`src/drfs_pkg.sv`:
```
// package of constants and types for the dram refresh scheduling block
package drfs_pkg;
    localparam int          CLK_MHZ        = 100;
    localparam int          AVERAGE_REFRESH_INTERVAL_BASE_NS  = 7800;
    localparam int          AVERAGE_REFRESH_INTERVAL_CYC      = (AVERAGE_REFRESH_INTERVAL_BASE_NS * CLK_MHZ) / 1000;
    localparam int          REFRESH_CYCLE_TIME_NS        = 260;
    localparam int          REFRESH_CYCLE_TIME_CYC       = (REFRESH_CYCLE_TIME_NS * CLK_MHZ + 999) / 1000;
    localparam int          ROW_W          = 17;
    localparam int          DEBT_W         = 8;
    localparam int          MR4_TAR_EN_BIT = 3;
    localparam int          MR4_EXT_BIT    = 2;
    localparam int          MR3_RATE_LSB   = 6;
    localparam int          TEMP_HOT_C     = 85;
    localparam int          TEMP_COOL_C    = 45;
    localparam logic [2:0]  RATE_1X        = 3'h0;
    localparam logic [2:0]  RATE_2X        = 3'h1;
    localparam logic [2:0]  RATE_4X        = 3'h2;
    localparam logic [2:0]  RATE_OTF12     = 3'h5;
    localparam logic [2:0]  RATE_OTF14     = 3'h6;
    typedef enum logic [1:0] {DRFS_IDLE, DRFS_BUSY} drfs_state_t;
endpackage

```
`src/drfs_gear.sv`:
```
// temperature gear that decides which registered refreshes run internally
`timescale 1ns/1ps
module drfs_gear (
    input  wire logic       clk,
    input  wire logic       rst_n,
    input  wire logic       ce,
    input  wire logic       ref_pulse,
    input  wire logic       tar_en,
    input  wire logic       ext_range,
    input  wire logic [7:0] temp_c,
    output logic            run_ref
);
    typedef struct packed {
        logic [1:0] ph;
    } drfs_gst_t;
    drfs_gst_t s_q, s_d;
    logic [1:0] ratio;

    always_comb begin
        s_d = s_q;
        ratio = 2'h0;
        if (tar_en) begin
            if (ext_range && temp_c < 8'(drfs_pkg::TEMP_HOT_C))
                ratio = 2'h1;
            if (temp_c < 8'(drfs_pkg::TEMP_COOL_C))
                ratio = ext_range ? 2'h3 : 2'h1;
        end
        // skip all but one in ratio+1 refreshes
        run_ref = ref_pulse && (s_q.ph == 2'h0);
        if (ref_pulse)
            s_d.ph = (s_q.ph >= ratio) ? 2'h0 : s_q.ph + 2'h1;
    end

    always_ff @(posedge clk or negedge rst_n) begin
        if (!rst_n)
            s_q <= '0;
        else if (ce)
            s_q <= s_d;
    end
endmodule

```
`src/drfs_top.sv`:
```
// device-side refresh decode, row counter, lock-out and debt tracking
`timescale 1ns/1ps
module drfs_top #(
    parameter int AVERAGE_REFRESH_INTERVAL_CYCLES = drfs_pkg::AVERAGE_REFRESH_INTERVAL_CYC,
    parameter int REFRESH_CYCLE_TIME_CYCLES  = drfs_pkg::REFRESH_CYCLE_TIME_CYC
) (
    input  wire logic                      CORE_CLK,
    input  wire logic                      RESET_N,
    input  wire logic                      CLK_EN,
    input  wire logic                      CS_N,
    input  wire logic                      ACT_N,
    input  wire logic                      RAS_A16_N,
    input  wire logic                      CAS_A15_N,
    input  wire logic                      WE_A14_N,
    input  wire logic                      BG0,
    input  wire logic [3:0]                MR4,
    input  wire logic [8:0]                MR3,
    input  wire logic [7:0]                TEMP_C,
    output logic                           REF_BUSY,
    output logic                           ROW_VALID,
    output logic [drfs_pkg::ROW_W-1:0]     ROW_ADDR,
    output logic                           BANKS_IDLE,
    output logic                           REFRESH_CYCLE_TIME_VIOL,
    output logic                           DEBT_VIOL,
    output logic signed [drfs_pkg::DEBT_W-1:0] REF_DEBT
);
    typedef struct packed {
        drfs_pkg::drfs_state_t           st;
        logic [15:0]                     rfc_cnt;
        logic [19:0]                     refi_cnt;
        logic [drfs_pkg::ROW_W-1:0]      row;
        logic                            row_v;
        logic                            idle;
        logic                            tviol;
        logic                            dviol;
        logic signed [drfs_pkg::DEBT_W-1:0] debt;
    } drfs_st_t;
    drfs_st_t s_q, s_d;

    logic       ref_cmd, other_cmd, run_ref;
    logic [2:0] rate;
    logic [1:0] shift;
    logic signed [drfs_pkg::DEBT_W-1:0] lim;

    //////////////////////////////////////////////////////////////////////
    // command decode; address pins deliberately not looked at
    assign ref_cmd   = !CS_N && ACT_N && !RAS_A16_N && !CAS_A15_N && WE_A14_N;
    assign other_cmd = !CS_N && !ref_cmd;
    assign rate      = MR3[drfs_pkg::MR3_RATE_LSB +: 3];

    // otf modes pick the rate per command from bg0
    always_comb begin
        shift = 2'h0;
        unique case (rate)
            drfs_pkg::RATE_2X:    shift = 2'h1;
            drfs_pkg::RATE_4X:    shift = 2'h2;
            drfs_pkg::RATE_OTF12: shift = BG0 ? 2'h1 : 2'h0;
            drfs_pkg::RATE_OTF14: shift = BG0 ? 2'h2 : 2'h0;
            default:              shift = 2'h0;
        endcase
        lim = drfs_pkg::DEBT_W'(8) <<< shift;
    end

    drfs_gear u_gear (
        .clk       (CORE_CLK),
        .rst_n     (RESET_N),
        .ce        (CLK_EN),
        .ref_pulse (ref_cmd && s_q.st == drfs_pkg::DRFS_IDLE),
        .tar_en    (MR4[drfs_pkg::MR4_TAR_EN_BIT]),
        .ext_range (MR4[drfs_pkg::MR4_EXT_BIT]),
        .temp_c    (TEMP_C),
        .run_ref   (run_ref)
    );

    //////////////////////////////////////////////////////////////////////
    always_comb begin
        s_d = s_q;
        s_d.row_v = 1'b0;
        // interval timer scaled by mode; each expiry owes one refresh
        if (s_q.refi_cnt >= 20'((AVERAGE_REFRESH_INTERVAL_CYCLES >> shift) - 1)) begin
            s_d.refi_cnt = '0;
            s_d.debt = s_q.debt + signed'(drfs_pkg::DEBT_W'(1));
        end else begin
            s_d.refi_cnt = s_q.refi_cnt + 20'h1;
        end
        unique case (s_q.st)
            drfs_pkg::DRFS_IDLE: begin
                if (ref_cmd) begin
                    s_d.st = drfs_pkg::DRFS_BUSY;
                    s_d.rfc_cnt = 16'(REFRESH_CYCLE_TIME_CYCLES - 1);
                    s_d.idle = 1'b0;
                    // surplus pull-ins beyond the limit give no credit
                    if (s_d.debt > -lim)
                        s_d.debt = s_d.debt - signed'(drfs_pkg::DEBT_W'(1));
                    if (run_ref) begin
                        s_d.row = s_q.row + 1'b1;
                        s_d.row_v = 1'b1;
                    end
                end
            end
            drfs_pkg::DRFS_BUSY: begin
                if (other_cmd || ref_cmd)
                    s_d.tviol = 1'b1;
                if (s_q.rfc_cnt == '0) begin
                    s_d.st = drfs_pkg::DRFS_IDLE;
                    s_d.idle = 1'b1;
                end else begin
                    s_d.rfc_cnt = s_q.rfc_cnt - 16'h1;
                end
            end
        endcase
        // sticky flag of postponement beyond what the mode allows
        if (s_d.debt > lim)
            s_d.dviol = 1'b1;
    end

    always_ff @(posedge CORE_CLK or negedge RESET_N) begin
        if (!RESET_N) begin
            s_q <= '0;
            s_q.st <= drfs_pkg::DRFS_IDLE;
            s_q.idle <= 1'b1;
        end else if (CLK_EN) begin
            s_q <= s_d;
        end
    end

    assign REF_BUSY   = (s_q.st == drfs_pkg::DRFS_BUSY);
    assign ROW_VALID  = s_q.row_v;
    assign ROW_ADDR   = s_q.row;
    assign BANKS_IDLE = s_q.idle;
    assign REFRESH_CYCLE_TIME_VIOL  = s_q.tviol;
    assign DEBT_VIOL  = s_q.dviol;
    assign REF_DEBT   = s_q.debt;

    //////////////////////////////////////////////////////////////////////
    // lock-out window; needs at least 8 cycles of refresh time
    busy_len_a: assert property (@(posedge CORE_CLK) disable iff (!RESET_N)
        $rose(REF_BUSY) |-> REF_BUSY [*8])
        else $error("busy dropped early");

    idle_end_a: assert property (@(posedge CORE_CLK) disable iff (!RESET_N)
        $fell(REF_BUSY) |-> BANKS_IDLE)
        else $error("banks not idle after refresh");

    idle_busy_a: assert property (@(posedge CORE_CLK) disable iff (!RESET_N)
        BANKS_IDLE == !REF_BUSY)
        else $error("bank state disagrees with busy");

    ref_start_a: assert property (@(posedge CORE_CLK) disable iff (!RESET_N)
        (CLK_EN && ref_cmd && !REF_BUSY) |=> REF_BUSY)
        else $error("refresh not taken");

    no_take_a: assert property (@(posedge CORE_CLK) disable iff (!RESET_N)
        (CLK_EN && !ref_cmd && !REF_BUSY) |=> !REF_BUSY)
        else $error("refresh started without command");

    take_src_a: assert property (@(posedge CORE_CLK) disable iff (!RESET_N)
        $rose(REF_BUSY) |-> $past(ref_cmd))
        else $error("busy rose without refresh decode");

    row_step_a: assert property (@(posedge CORE_CLK) disable iff (!RESET_N)
        ROW_VALID |-> ROW_ADDR == $past(ROW_ADDR) + 1'b1)
        else $error("row counter did not step");

    row_hold_a: assert property (@(posedge CORE_CLK) disable iff (!RESET_N)
        !ROW_VALID |-> $stable(ROW_ADDR))
        else $error("row counter moved without refresh");

    tviol_a: assert property (@(posedge CORE_CLK) disable iff (!RESET_N)
        (CLK_EN && REF_BUSY && other_cmd) |=> REFRESH_CYCLE_TIME_VIOL)
        else $error("lock-out breach not flagged");

    ref_viol_a: assert property (@(posedge CORE_CLK) disable iff (!RESET_N)
        (CLK_EN && REF_BUSY && ref_cmd) |=> REFRESH_CYCLE_TIME_VIOL)
        else $error("early refresh not flagged");

    tviol_src_a: assert property (@(posedge CORE_CLK) disable iff (!RESET_N)
        $rose(REFRESH_CYCLE_TIME_VIOL) |-> $past(REF_BUSY))
        else $error("lock-out flag outside refresh");

    tviol_hold_a: assert property (@(posedge CORE_CLK) disable iff (!RESET_N)
        $past(REFRESH_CYCLE_TIME_VIOL) |-> REFRESH_CYCLE_TIME_VIOL)
        else $error("lock-out flag not sticky");

    debt_lim_a: assert property (@(posedge CORE_CLK) disable iff (!RESET_N)
        REF_DEBT >= -signed'(drfs_pkg::DEBT_W'(32)))
        else $error("credit beyond limit");

    debt_take_a: assert property (@(posedge CORE_CLK) disable iff (!RESET_N)
        $rose(REF_BUSY) |-> REF_DEBT <= $past(REF_DEBT))
        else $error("refresh raised the debt");

    debt_grow_a: assert property (@(posedge CORE_CLK) disable iff (!RESET_N)
        !$rose(REF_BUSY) |-> REF_DEBT >= $past(REF_DEBT))
        else $error("debt fell without refresh");

    dviol_a: assert property (@(posedge CORE_CLK) disable iff (!RESET_N)
        (REF_DEBT > lim && !$changed(MR3)) |-> DEBT_VIOL)
        else $error("excess debt not flagged");

    dviol_src_a: assert property (@(posedge CORE_CLK) disable iff (!RESET_N)
        $rose(DEBT_VIOL) |-> REF_DEBT > lim)
        else $error("debt flag below limit");

    dviol_hold_a: assert property (@(posedge CORE_CLK) disable iff (!RESET_N)
        $past(DEBT_VIOL) |-> DEBT_VIOL)
        else $error("debt flag not sticky");

    busy_row_a: assert property (@(posedge CORE_CLK) disable iff (!RESET_N)
        ROW_VALID |-> REF_BUSY)
        else $error("row outside refresh");

    row_take_a: assert property (@(posedge CORE_CLK) disable iff (!RESET_N)
        ROW_VALID |-> $rose(REF_BUSY))
        else $error("row pulse not at refresh start");

    gear_off_a: assert property (@(posedge CORE_CLK) disable iff (!RESET_N)
        (CLK_EN && ref_cmd && !REF_BUSY && !MR4[drfs_pkg::MR4_TAR_EN_BIT]) |=> ROW_VALID)
        else $error("refresh skipped with adaptive off");

    // hot in extended range the gear must not skip
    gear_hot_a: assert property (@(posedge CORE_CLK) disable iff (!RESET_N)
        (CLK_EN && ref_cmd && !REF_BUSY && MR4[drfs_pkg::MR4_TAR_EN_BIT]
            && MR4[drfs_pkg::MR4_EXT_BIT] && TEMP_C >= 8'(drfs_pkg::TEMP_HOT_C)) |=> ROW_VALID)
        else $error("hot extended refresh skipped");

    ref_c: cover property (@(posedge CORE_CLK) $fell(REF_BUSY));
    skip_c: cover property (@(posedge CORE_CLK) $rose(REF_BUSY) && !ROW_VALID);
    viol_c: cover property (@(posedge CORE_CLK) $rose(REFRESH_CYCLE_TIME_VIOL));
    pull_c: cover property (@(posedge CORE_CLK) $rose(REF_BUSY) && REF_DEBT == -lim);
    debt_c: cover property (@(posedge CORE_CLK) $rose(DEBT_VIOL));
endmodule

```
`config.mk`:
```
export PLATFORM = sky130hd
export DESIGN_NAME = drfs_top
export DESIGN_NICKNAME = d
export VERILOG_FILES = /design/src/drfs_pkg.sv /design/src/drfs_gear.sv /design/src/drfs_top.sv
export SDC_FILE = /design/constraint.sdc
export NUM_CORES = 1
export LEC_CHECK = 0
export BUFFER_PORTS_ARGS = -buffer_cell sky130_fd_sc_hd__buf_2
export CORE_MARGIN = 1
export CORE_UTILIZATION = 59
export CTS_CLUSTER_DIAMETER = 60
export DETAILED_ROUTE_END_ITERATION = 7
export PLACE_DENSITY = 0.79
export SETUP_SLACK_MARGIN = 0.3
export SLEW_MARGIN = 20
export SYNTH_ARGS = -nofsm -noshare
export SYNTH_HDL_FRONTEND = slang
export SYNTH_SLANG_ARGS = --single-unit
```
`constraint.sdc`:
```
create_clock -name CORE_CLK -period 5.3 [get_ports CORE_CLK]
set_input_delay 0.265 -clock CORE_CLK [delete_from_list [all_inputs] [get_ports CORE_CLK]]
set_output_delay 0.265 -clock CORE_CLK [all_outputs]
set_load 0.01 [all_outputs]
```
# Word level (Yosys, flattened, before mapping)
# Index checks and enable logic that the tools add are counted.
# totals
word_cells,78
out_inout_bits,30
register_bits,69
# classes
n_lt_le_gt_ge,6
shift,2
n_eq_ne,8
addsub,8
n_mux,22
n_reduce_logical,22
# op_table
cell,count
$pmux W18 S2,1
$mux W8,4
$add A20 B1 Y20 const B,1
$ge A20 B20 Y1,1
$mux W20,1
$shr A10 B2 Y20 const A,1
$sub A20 B2 Y20 const B,1
$mux W18,1
$add A17 B1 Y17 const B,1
$gt A8 B8 Y1,2
$logic_not A16 Y1,1
$mux W16,1
$sub A16 B1 Y16 const B,1
$mux W2,7
$reduce_and A3 Y1,3
$add A8 B2 Y8 const B,1
$logic_and A1 B1 Y1,8
$lt A8 B6 Y1 const B,1
$lt A8 B7 Y1 const B,1
$neg A8 Y8,1
$pmux W2 S4,1
$sshl A5 B2 Y8 const A,1
$sub A8 B2 Y8 const B,1
$eq A3 B3 Y1 const B,2
other kinds (14),24

# Depth between registers and ports, before layout
# Gate-level depths: netlist of run 1.
# logic_depth
ltp_word,12
depth_mapped,29
ltp_nobuf,29

# Hierarchy
# From an unflattened synthesis of run 1, not the netlist that was laid out.
# unflattened
hier_cells,482
hier_area_um2,4529.3
# modules_own_cells
module,seq_area_each_um2,instances,cells_each,area_per_inst_um2
drfs_top,1652.8,1,457,4326.6
drfs_gear,50.0,1,25,202.7

# Worst setup path after synthesis of run 1
# OpenSTA, ideal clock, no wires.
# synth_path
path_type,input -> register
start,input port MR3[6]
end,register s_q (netlist bit DEBT_VIOL)
stages,28
required_time_ns,5.180
setup_time_ns,0.120
arrival_ns,5.157
setup_slack_ns,0.023
path_cell_list,inv_1 ha_1 a21oi_1 nand2_1 ha_1 inv_1 ha_1 and4_1 o211ai_2 o21ba_4 nand2_1 and2_1 nand3_1 xnor2_1 ha_1 or2_2 o221ai_1 a31oi_2 o211ai_4 o21a_1 nor2_1 ha_1 o21a_1 o21ai_0 nand2b_1 a21oi_1 a311oi_1 a31o_2
# synth_lines
element,line,rtl
start: declaration,drfs_top.sv:17,"input wire logic [8:0] MR3,"
end: declaration,drfs_top.sv:38,"drfs_st_t s_q, s_d;"

==> run_results.csv, run 1 <==
group,metric,value,unit
cells_and_area,num-nets-final,620,
timing,hold_viol_final,0,
worst_setup_path,crit_type,"input pin to register",
synthesis,synth_edf_count,0,
grt,grt_use_met3,5.44,%
pwr,p_leak,2.53,nW
synthesis,postSynthNetCount,570,
worst_setup_path,required,5.56,ns
routing,routed_wl,10100,µm
worst_setup_path,slowest_delay,0.29,ns
synthesis,synthArstFlopShare,100,%
synthesis,synth_cell_types,65,
clock_tree,cts_sinks,68,
synthesis,synth.largest_area_cell,"dfrtp_1",
pwr,powerDensity,294,nW/µm²
grt,grt_pass1_vias,3682,
routing,ant_nets,0,
timing,fin_crit,4.82,ns
timing,min_period_over_period,91.0,%
floorplanning,start_util,60.8,%
worst_setup_path,r2r_setup_slack,0.82,ns
clock_tree,clkLatencyLatePin,0.36,ns
place,pre_cts_ws,-0.0689,ns
run,maxCapViolCount,0,
worst_setup_path,cp_max_fo,5,
timing,skew,0.0141,ns
timing,fin_ws,0.476,ns
timing,fin_setup_tns,0,ns
synthesis,synth_area_leaders,"dfrtp_1, ha_1, xnor2_1, buf_4, nand3_1",
worst_setup_path,worstSetupStartpoint,"MR3[6]",
timing,worstMarginPinSlew,0.910,ns
routing,vias,3737,
grt,grt_pass1_wl,16800,µm
pwr,vdd_drop_max,0.233,mV
clock_tree,path_clk_slew,0.09,ns
routing,drtIter0Drc,162,
timing,fmax,207,MHz
timing,slew_headroom,39.1,%
timing,finalSetupViolations,0,
place,gp_congestion,0.894,
synthesis,syn_inst,505,
synthesis,avgSynthCellArea,9.25,µm²
hold_path,worstHoldPathType,"input pin to async pin",
synthesis,yosys_warnings,0,
clock_tree,cts-root-to-sink-buffers,2,
cells_and_area,syn_to_final_growth,14.3,%
routing,firstDrtPassIters,5,
floorplanning,ios,60,
worst_setup_path,r2r-start,"s_q[29]$_DFFE_PN0P_",
cells_and_area,final_core_util,69.5,%
grt,grt-busiest-layer,"met2",
place,placed_area,4950,µm²
place,portBuffers,51,
worst_setup_path,slowest_stage,"ha_1",
timing,slew_violations,0,
cells_and_area,drive_gt1_share,25.0,%
grt,antenna_found_initial,0,
synthesis,synth-seq-cells,68,
worst_setup_path,critPathLaunchType,"input pin",
worst_setup_path,worstSetupEndpointType,"register",
worst_setup_path,critPathArrivalTime,5.08,ns
grt,grt.overflow.total,0,
outcome,outcome,"complete, no violations",
cells_and_area,fin_area,5340,µm²
routing,routedWlPerCell,15.2,µm
clock_tree,clockRootBuffer,"clkbuf_8",
floorplanning,row_count,32,
synthesis,ys_seq_area_share,36.4,%
synthesis,ys.flop_type,"dfrtp_1",
synthesis,synth_top_cells_by_count,"dfrtp_1, nand2_1, nor2_1, ha_1",
place,dp_hpwl,7040,µm
routing,drc,0,
clock_tree,htree_levels,3,
clock_tree,cts_tree,"done",
floorplanning,die_h,91.0,µm
synthesis,yosysTopAreaCellShare,35.9,%
grt,gr-usage-all-layers,25.4,%
grt,use_met2,44.3,%
floorplanning,core_area,7690,µm²
synthesis,synth_most_common_cell,"dfrtp_1",
cells_and_area,n_antenna_cell,0,
synthesis,syn_area,4670,µm²
clock_tree,cts_inserted_buffers,9,
floorplanning,die-area,8280,µm²
routing,viasPerCell,5.65,
floorplanning,die_width,91.0,µm
grt,use_met1,31.1,%
worst_setup_path,cpMostUsedCell,"ha_1",
timing,hold_ws,0.0785,ns
grt,grt_max_degree,69,
timing,rsz0062_at_grt,"false",
where the power goes:
| group | switching (mW) | internal (mW) | leakage [nW] | total (mW) |
|---|---|---|---|---|
| registers | 0.101 | 0.612 | 0.880 | 0.713 |
| clock network | 0.227 | 0.224 | 0.0973 | 0.450 |
| logic | 0.226 | 0.184 | 1.55 | 0.410 |
| total | 0.553 | 1.02 | 2.53 | 1.57 |
sequential cells by signal (all words and copies together), names as in the netlist:
| register | count |
|---|---|
| s_q | 37 |
| ROW_ADDR | 17 |
| REF_DEBT | 8 |
| u_gear.s_q | 2 |
| BANKS_IDLE | 1 |
| DEBT_VIOL | 1 |
| REFRESH_CYCLE_TIME_VIOL | 1 |
| ROW_VALID | 1 |
critical path, delay by kind of cell:
family,cells,cell delay (ns)
AOI/OAI and AO/OA,12,2.09
xor gates and xnor gates,1,0.17
and+or+nand+nor,8,1.01
adders and majority gates,5,1.35
buffers and inverters,3,0.19
layout make-up:
cell class	instances	area [µm²]
tap	102	128
fill	597	2350
timing repair buffer	78	462
sequential	68	1700
clock buffer	9	124
multi-input combinational	370	2740
inverter	28	105
clock inverter	7	80.1
logic make-up (layout without fill, tap and decap cells):
logic type               after synthesis  count (layout)  synth area share [%]
AND/OR/NAND/NOR                      201             201                  23.3
AO/OA/AOI/OAI                         76              76                  12.1
flip-flops                            68              68                  36.4
buffers and inverters                 67             122                  7.50
XOR/XNOR                              49              49                  9.35
adder cells (fa/ha/maj)               35              35                  9.37
multiplexers                           8               8                  1.79
other                                  1               1                0.0803
worst paths after layout:
path,depth (start not counted),endpoint
min reg2reg,2,BANKS_IDLE$_DFFE_PN1P_
max reg2reg,23,DEBT_VIOL$_DFFE_PN0P_
max in group asynchronous,2,s_q[33]$_DFFE_PN0P_
min,2,DEBT_VIOL$_DFFE_PN0P_
min in group CORE_CLK,2,REFRESH_CYCLE_TIME_VIOL$_DFFE_PN0P_
max,29,DEBT_VIOL$_DFFE_PN0P_
layer usage:
layer | vias up | wire [µm]
met5 | - | 0
met4 | 0 | 196
met3 | 18 | 322
met2 | 77 | 5130
met1 | 1794 | 4410
li1 | 1848 | -
layout by cell type (no fill, tap or decap), types with 5 or more instances in the layout:
| cell | instances |
|---|---|
| and2_1 | 8 |
| xnor2_1 | 29 |
| mux2i_1 | 5 |
| xor2_1 | 16 |
| and3_1 | 11 |
| buf_4 | 26 |
| and4_1 | 6 |
| nand4b_1 | 5 |
| nand4_1 | 7 |
| or3_1 | 5 |
| nand2_1 | 37 |
| dfrtp_1 | 67 |
| ha_1 | 32 |
| clkbuf_8 | 9 |
| o21ai_0 | 17 |
| inv_1 | 27 |
| nor4_1 | 6 |
| nor2_1 | 40 |
| o21a_1 | 5 |
| nand3_1 | 30 |
| buf_2 | 51 |
| a21oi_1 | 15 |
| nor3_1 | 10 |
repair_timing:
| action | 4_1_cts | 5_1_grt |
|---|---|---|
| gates resized for setup | 0 | 13 |
| hold buffers | 0 | 0 |
| setup buffers | 0 | 15 |
| endpoints found under the setup margin | 0 | 1 |
| hold endpoints to repair | 0 | 0 |
stage by stage:
stage / cells / power [mW]
after floorplan: 505 / 1.01
after global placement: 631 / 1.09
after detailed placement: 631 / 1.12
after CTS: 647 / 1.57
after global routing: 662 / 1.67
final: 662 / 1.57
Note: power is estimated with default switching activity, not from simulation.
==> run 2: changes to the inputs <==
CORE_ASPECT_RATIO = 0.75   (was not set)
CORE_UTILIZATION = 60   (was 59)
CTS_BUF_LIST = sky130_fd_sc_hd__clkbuf_4 sky130_fd_sc_hd__clkbuf_8 sky130_fd_sc_hd__clkbuf_16   (was not set)
PLACE_DENSITY = 0.8   (was 0.79)
clock period = 5.7 ns   (was 5.3 ns; I/O delays follow)
==> run 2 against run 1 <==
First-iteration DRC count up 4.9%; critical path depth did not move; clock power decreased by 7.1%; core utilization down 0.39 points; wire length down 6.4%; final cell count shrank 2.1%; power shrank 7.7%; critical path type unchanged; largest cell class unchanged; largest power group unchanged.
==> run_results.csv, run 2 (synthesized netlist as in run 1, its figures left out) <==
group,metric,value,unit
clock_tree,clkLatencyLatePin,0.34,ns
floorplanning,die_width,104,µm
floorplanning,ios,60,
timing,fin_setup_tns,0,ns
worst_setup_path,worstSetupEndpointType,"register",
timing,fin_crit,5.06,ns
worst_setup_path,r2r-start,"s_q[29]$_DFFE_PN0P_",
floorplanning,die-area,8150,µm²
floorplanning,start_util,62.9,%
clock_tree,clockRootBuffer,"clkbuf_8",
timing,slew_violations,0,
grt,grt_pass1_wl,16400,µm
pwr,p_leak,2.45,nW
grt,grt_max_degree,69,
pwr,switching_power,0.506,mW
worst_setup_path,worstSetupStartpoint,"MR3[6]",
routing,firstDrtPassIters,7,
clock_tree,cts-root-to-sink-buffers,2,
pwr,combPwrFrac,25.8,%
clock_tree,cts_inserted_buffers,9,
timing,min_period_over_period,88.9,%
worst_setup_path,crit_end,"DEBT_VIOL$_DFFE_PN0P_",
clock_tree,ctsHoldBuffers,0,
worst_setup_path,cp_max_fo,5,
clock_tree,path_clk_slew,0.08,ns
timing,finalSetupViolations,0,
clock_tree,htree_levels,3,
timing,rsz0062_at_grt,"false",
pwr,p_sw_share,34.9,%
run,maxCapViolCount,0,
place,placed_area,4910,µm²
worst_setup_path,cp_top_family,"compound AO/OA/AOI/OAI gates",
cells_and_area,syn_to_final_growth,9.91,%
worst_setup_path,slowest_delay,0.31,ns
worst_setup_path,r2r_setup_slack,0.96,ns
worst_setup_path,crit_buf_inv,3,
pwr,seqPwrFrac,45.4,%
timing,fmax,197,MHz
grt,antenna_found_initial,0,
worst_setup_path,critPathLaunchType,"input pin",
clock_tree,cts_tree,"done",
place,gp_congestion,0.882,
place,portBuffers,51,
worst_setup_path,required,5.94,ns
place,dp_hpwl,6950,µm
worst_setup_path,reg2regPathDepth,23,
cells_and_area,layout.cells.most_common,"dfrtp_1",
cells_and_area,num-nets-final,607,
grt,gr-usage-all-layers,24.8,%
pwr,power.internal,0.946,mW
cells_and_area,fin_area,5130,µm²
routing,routed_wl,9420,µm
worst_setup_path,slowest_stage,"ha_1",
clock_tree,cts_sinks,68,
worst_setup_path,crit_type,"input pin to register",
floorplanning,core_area,7430,µm²
timing,hold_viol_final,0,
floorplanning,die_h,78.4,µm
cells_and_area,n_antenna_cell,0,
grt,grt_pass1_vias,3581,
pwr,vdd_drop_max,0.187,mV
routing,routedWlPerCell,14.5,µm
routing,drc,0,
worst_setup_path,r2r-end,"DEBT_VIOL$_DFFE_PN0P_",
cells_and_area,fill_cells,563,
worst_setup_path,cpMostUsedCell,"ha_1",
cells_and_area,top_register,"s_q",
worst_setup_path,critPathArrivalTime,5.30,ns
pwr,powerDensity,283,nW/µm²
cells_and_area,final_cell_mix,"dfrtp_1, buf_2, nor2_1",
timing,skew,0.00804,ns
pwr,p_clk_share,28.8,%
outcome,outcome,"complete, no violations",
floorplanning,row_count,27,
routing,viasPerCell,5.74,
timing,slew_headroom,38.5,%
routing,vias,3720,
cells_and_area,largest_reg_flops,37,
hold_path,worstHoldPathType,"input pin to async pin",
worst_setup_path,cp.depth,29,
routing,ant_nets,0,
grt,grt.overflow.total,0,
routing,drtIter0Drc,170,
timing,worstMarginPinSlew,0.919,ns
cells_and_area,drive_gt1_share,20.8,%
==> run 2: worst reg2reg max path, cell delays in order, from the launching register on <==
cell       delay [ns]
dfrtp_1          0.38
inv_1            0.09
ha_1             0.29
nand2b_4         0.15
a2111oi_4        0.39
o21ba_4          0.25
nand2_1          0.08
buf_4            0.17
and3_1           0.18
xnor2_1          0.28
ha_1             0.30
nand4b_1         0.10
mux2i_1          0.08
nand4_1          0.18
buf_4            0.17
o211a_1          0.21
nand2_1          0.09
xnor2_1          0.14
ha_1             0.32
and4_1           0.24
nand2_1          0.08
nor2_1           0.04
a311oi_1         0.28
a31o_2           0.18
==> run 2: power by group through the flow <==
| stage | Combinational, mW | Sequential (mW) | Clock (mW) |
|---|---|---|---|
| finish | 0.374 | 0.660 | 0.418 |
| global route | 0.423 | 0.671 | 0.446 |
| CTS | 0.373 | 0.657 | 0.427 |
| detailed placement | 0.369 | 0.665 | 0 |
| global placement | 0.349 | 0.658 | 0 |
| floorplan | 0.288 | 0.646 | 0 |
==> run 2: per-stage QoR <==
stage          total power, mW  util, %  worst slack [ns]  hold slack [ns]  instances
3_5_place_dp              1.03     66.0            0.0404            0.457        631
5_1_grt                   1.54     69.1             0.279            0.135        648
3_3_place_gp              1.01     66.0             0.160            0.449        631
4_1_cts                   1.46     68.8             0.393            0.113        647
6_report                  1.45     69.1             0.635            0.117        648
2_1_floorplan            0.934        -             0.403          -0.0106        505
==> run 2: final cells by class <==
cell class	instances	area (µm²)	area share (%)
multi-input cells	370	2630	51.3
clock inverters	7	82.6	1.61
flip-flops and latches	68	1700	33.2
well taps	101	126	2.46
inverters	28	105	2.05
repair buffers	65	360	7.02
clock buffers	9	124	2.41
==> run 2: timing repair <==
item | in CTS | in global routing
endpoints found under the setup margin | 0 | 1
resized for setup | 0 | 9
buffers inserted | 0 | 1
==> run 2: metal layers <==
metal  track usage, %  routed length [µm]
met1             33.7                4380
met4             6.29                  98
met5                0                   0
met3             6.48                 599
met2             39.7                4350
==> run 2: how the worst min path moves through the flow <==
stage,slack (ns),end,start,depth (start not counted)
finish,0.12,REF_DEBT[3]$_DFFE_PN0P_,RESET_N,2
global route,0.13,REFRESH_CYCLE_TIME_VIOL$_DFFE_PN0P_,CS_N,2
CTS,0.11,REFRESH_CYCLE_TIME_VIOL$_DFFE_PN0P_,CS_N,2
detailed placement,0.46,REFRESH_CYCLE_TIME_VIOL$_DFFE_PN0P_,REFRESH_CYCLE_TIME_VIOL$_DFFE_PN0P_,1
global placement,0.45,BANKS_IDLE$_DFFE_PN1P_,BANKS_IDLE$_DFFE_PN1P_,2
floorplan,-0.01,DEBT_VIOL$_DFFE_PN0P_,RESET_N,0
==> run 3: changes to the inputs <==
CORE_UTILIZATION = 55   (was 60)
PLACE_DENSITY = 0.74   (was 0.8)
==> run 3 against run 2 <==
Combinational power barely moved; critical path depth did not move; fmax fell by 1.7%; clock power rose by 26%; power rose by 7.7%; global-route usage fell by 0.79 points; sequential power barely moved; highest routed layer unchanged; core utilization fell by 4.0 points; register-to-register slack got worse by 0.06 ns; cell area rose by 2.1%; first-iteration DRC count rose by 29%; sequential cell count did not move.
==> run_results.csv, run 3 (synthesized netlist as in run 1, its figures left out) <==
group,metric,value,unit
worst_setup_path,cp_max_fo,5,
clock_tree,ctsHoldBuffers,0,
grt,grt.overflow.total,0,
clock_tree,cts-root-to-sink-buffers,2,
floorplanning,row_count,28,
outcome,outcome,"complete, no violations",
place,gp_congestion,0.871,
timing,finalSetupViolations,0,
clock_tree,clockRootBuffer,"clkbuf_16",
cells_and_area,n_antenna_cell,0,
cells_and_area,num-nets-final,607,
timing,fin_ws,0.546,ns
routing,drc,0,
floorplanning,ios,60,
pwr,powerDensity,298,nW/µm²
grt,gr-usage-all-layers,24.0,%
timing,worstMarginPinSlew,0.902,ns
clock_tree,cts_inserted_buffers,9,
place,pre_cts_ws,-0.0153,ns
cells_and_area,layout.cells.most_common,"dfrtp_1",
floorplanning,die_h,81.8,µm
timing,hold_viol_final,0,
worst_setup_path,r2r_setup_slack,0.90,ns
cells_and_area,largest_reg_flops,37,
timing,slew_violations,0,
worst_setup_path,worstSetupEndpointType,"register",
timing,min_period_over_period,90.4,%
timing,fin_crit,5.15,ns
routing,routed_wl,10000,µm
worst_setup_path,slowest_delay,0.32,ns
hold_path,worstHoldPathType,"input pin to async pin",
floorplanning,start_util,58.0,%
worst_setup_path,critPathLaunchType,"input pin",
clock_tree,cts_sinks,68,
pwr,vdd_drop_max,0.210,mV
worst_setup_path,slowest_stage,"ha_1",
clock_tree,htree_levels,3,
timing,hold_ws,0.139,ns
worst_setup_path,worstSetupStartpoint,"MR3[6]",
worst_setup_path,crit_type,"input pin to register",
cells_and_area,final_cell_mix,"dfrtp_1, buf_2, nor2_1",
timing,fmax,194,MHz
grt,antenna_found_initial,0,
run,maxCapViolCount,0,
place,dp_hpwl,7260,µm
cells_and_area,drive_gt1_share,21.6,%
floorplanning,die_width,108,µm
pwr,p_total,1.56,mW
grt,grt_pass1_wl,16400,µm
grt,grt_max_degree,69,
routing,viasPerCell,5.64,
worst_setup_path,required,5.92,ns
cells_and_area,top_register,"s_q",
clock_tree,cts_tree,"done",
clock_tree,path_clk_slew,0.06,ns
timing,slew_headroom,39.7,%
routing,drtIter0Drc,220,
place,portBuffers,51,
cells_and_area,syn_to_final_growth,12.2,%
worst_setup_path,critPathArrivalTime,5.38,ns
routing,firstDrtPassIters,4,
pwr,p_leak,2.49,nW
routing,routedWlPerCell,15.4,µm
routing,ant_nets,0,
worst_setup_path,r2r-start,"s_q[29]$_DFFE_PN0P_",
timing,rsz0062_at_grt,"false",
clock_tree,clkLatencyLatePin,0.33,ns
grt,grt_pass1_vias,3510,
routing,vias,3675,
cells_and_area,fill_cells,657,
floorplanning,core_area,8060,µm²
timing,fin_setup_tns,0,ns
worst_setup_path,cpMostUsedCell,"ha_1",
floorplanning,die-area,8870,µm²
timing,skew,0.00621,ns
## run 3: cell count changes in the layout (fill, tap and decap cells not counted), moves of 2 or more
cell,change
clkbuf_16,+9
o21ai_0,+2
o21ai_1,-2
xnor2_2,+2
xnor2_1,-2
clkbuf_8,-8
clkinvlp_4,+2
## run 3: metal layers
metal	wire length [µm]	track usage, %	vias to the layer above
met4	78	7.16	0
met5	0	0	-
met3	453	5.48	9
met1	4770	31.2	1763
met2	4720	40.1	75
li1	-	-	1828
## run 3: repair_timing
item,CTS,global route
buffers inserted,0,1
gates resized for setup,0,11
setup endpoints to repair,1,1
pin swaps,1,2
## run 3: worst paths after layout
path,end,cells past startpoint
worst min register to register,ROW_ADDR[16]$_DFFE_PN0P_,1
worst max register to register,DEBT_VIOL$_DFFE_PN0P_,23
worst max-delay path,DEBT_VIOL$_DFFE_PN0P_,29
worst min-delay path,REF_DEBT[3]$_DFFE_PN0P_,2
max in group asynchronous,s_q[42]$_DFFE_PN0P_,2
min in group CORE_CLK,REFRESH_CYCLE_TIME_VIOL$_DFFE_PN0P_,2
## run 3: critical path: cells and delay by family
family / cells / cell delay, ns
XOR/XNOR: 1 / 0.19
adder cells (fa/ha/maj): 5 / 1.43
AO/OA/AOI/OAI: 12 / 2.10
AND/OR/NAND/NOR: 8 / 1.16
buffers and inverters: 3 / 0.17
## run 3: layout make-up
cell class | instances | area (µm²) | area share (%)
Sequential cell | 68 | 1700 | 32.5
Timing Repair Buffer | 65 | 360 | 6.87
Inverter | 28 | 105 | 2.00
Tap cell | 105 | 131 | 2.51
Clock inverter | 6 | 47.5 | 0.907
Multi-Input combinational cell | 370 | 2660 | 50.7
Clock buffer | 10 | 239 | 4.56
## run 3: metrics by stage
stage                     instances  instance area (µm²)  util, %
after CTS                       651                 5200     64.5
after global placement          635                 4910     60.9
after floorplan                 505                 4670        -
after global routing            652                 5240     65.1
final                           652                 5240     65.1
after detailed placement        635                 4910     60.9
## run 3: report_power, final
| group | switching, mW | internal, mW |
|---|---|---|
| clock network | 0.216 | 0.309 |
| logic | 0.209 | 0.167 |
| registers | 0.0924 | 0.570 |
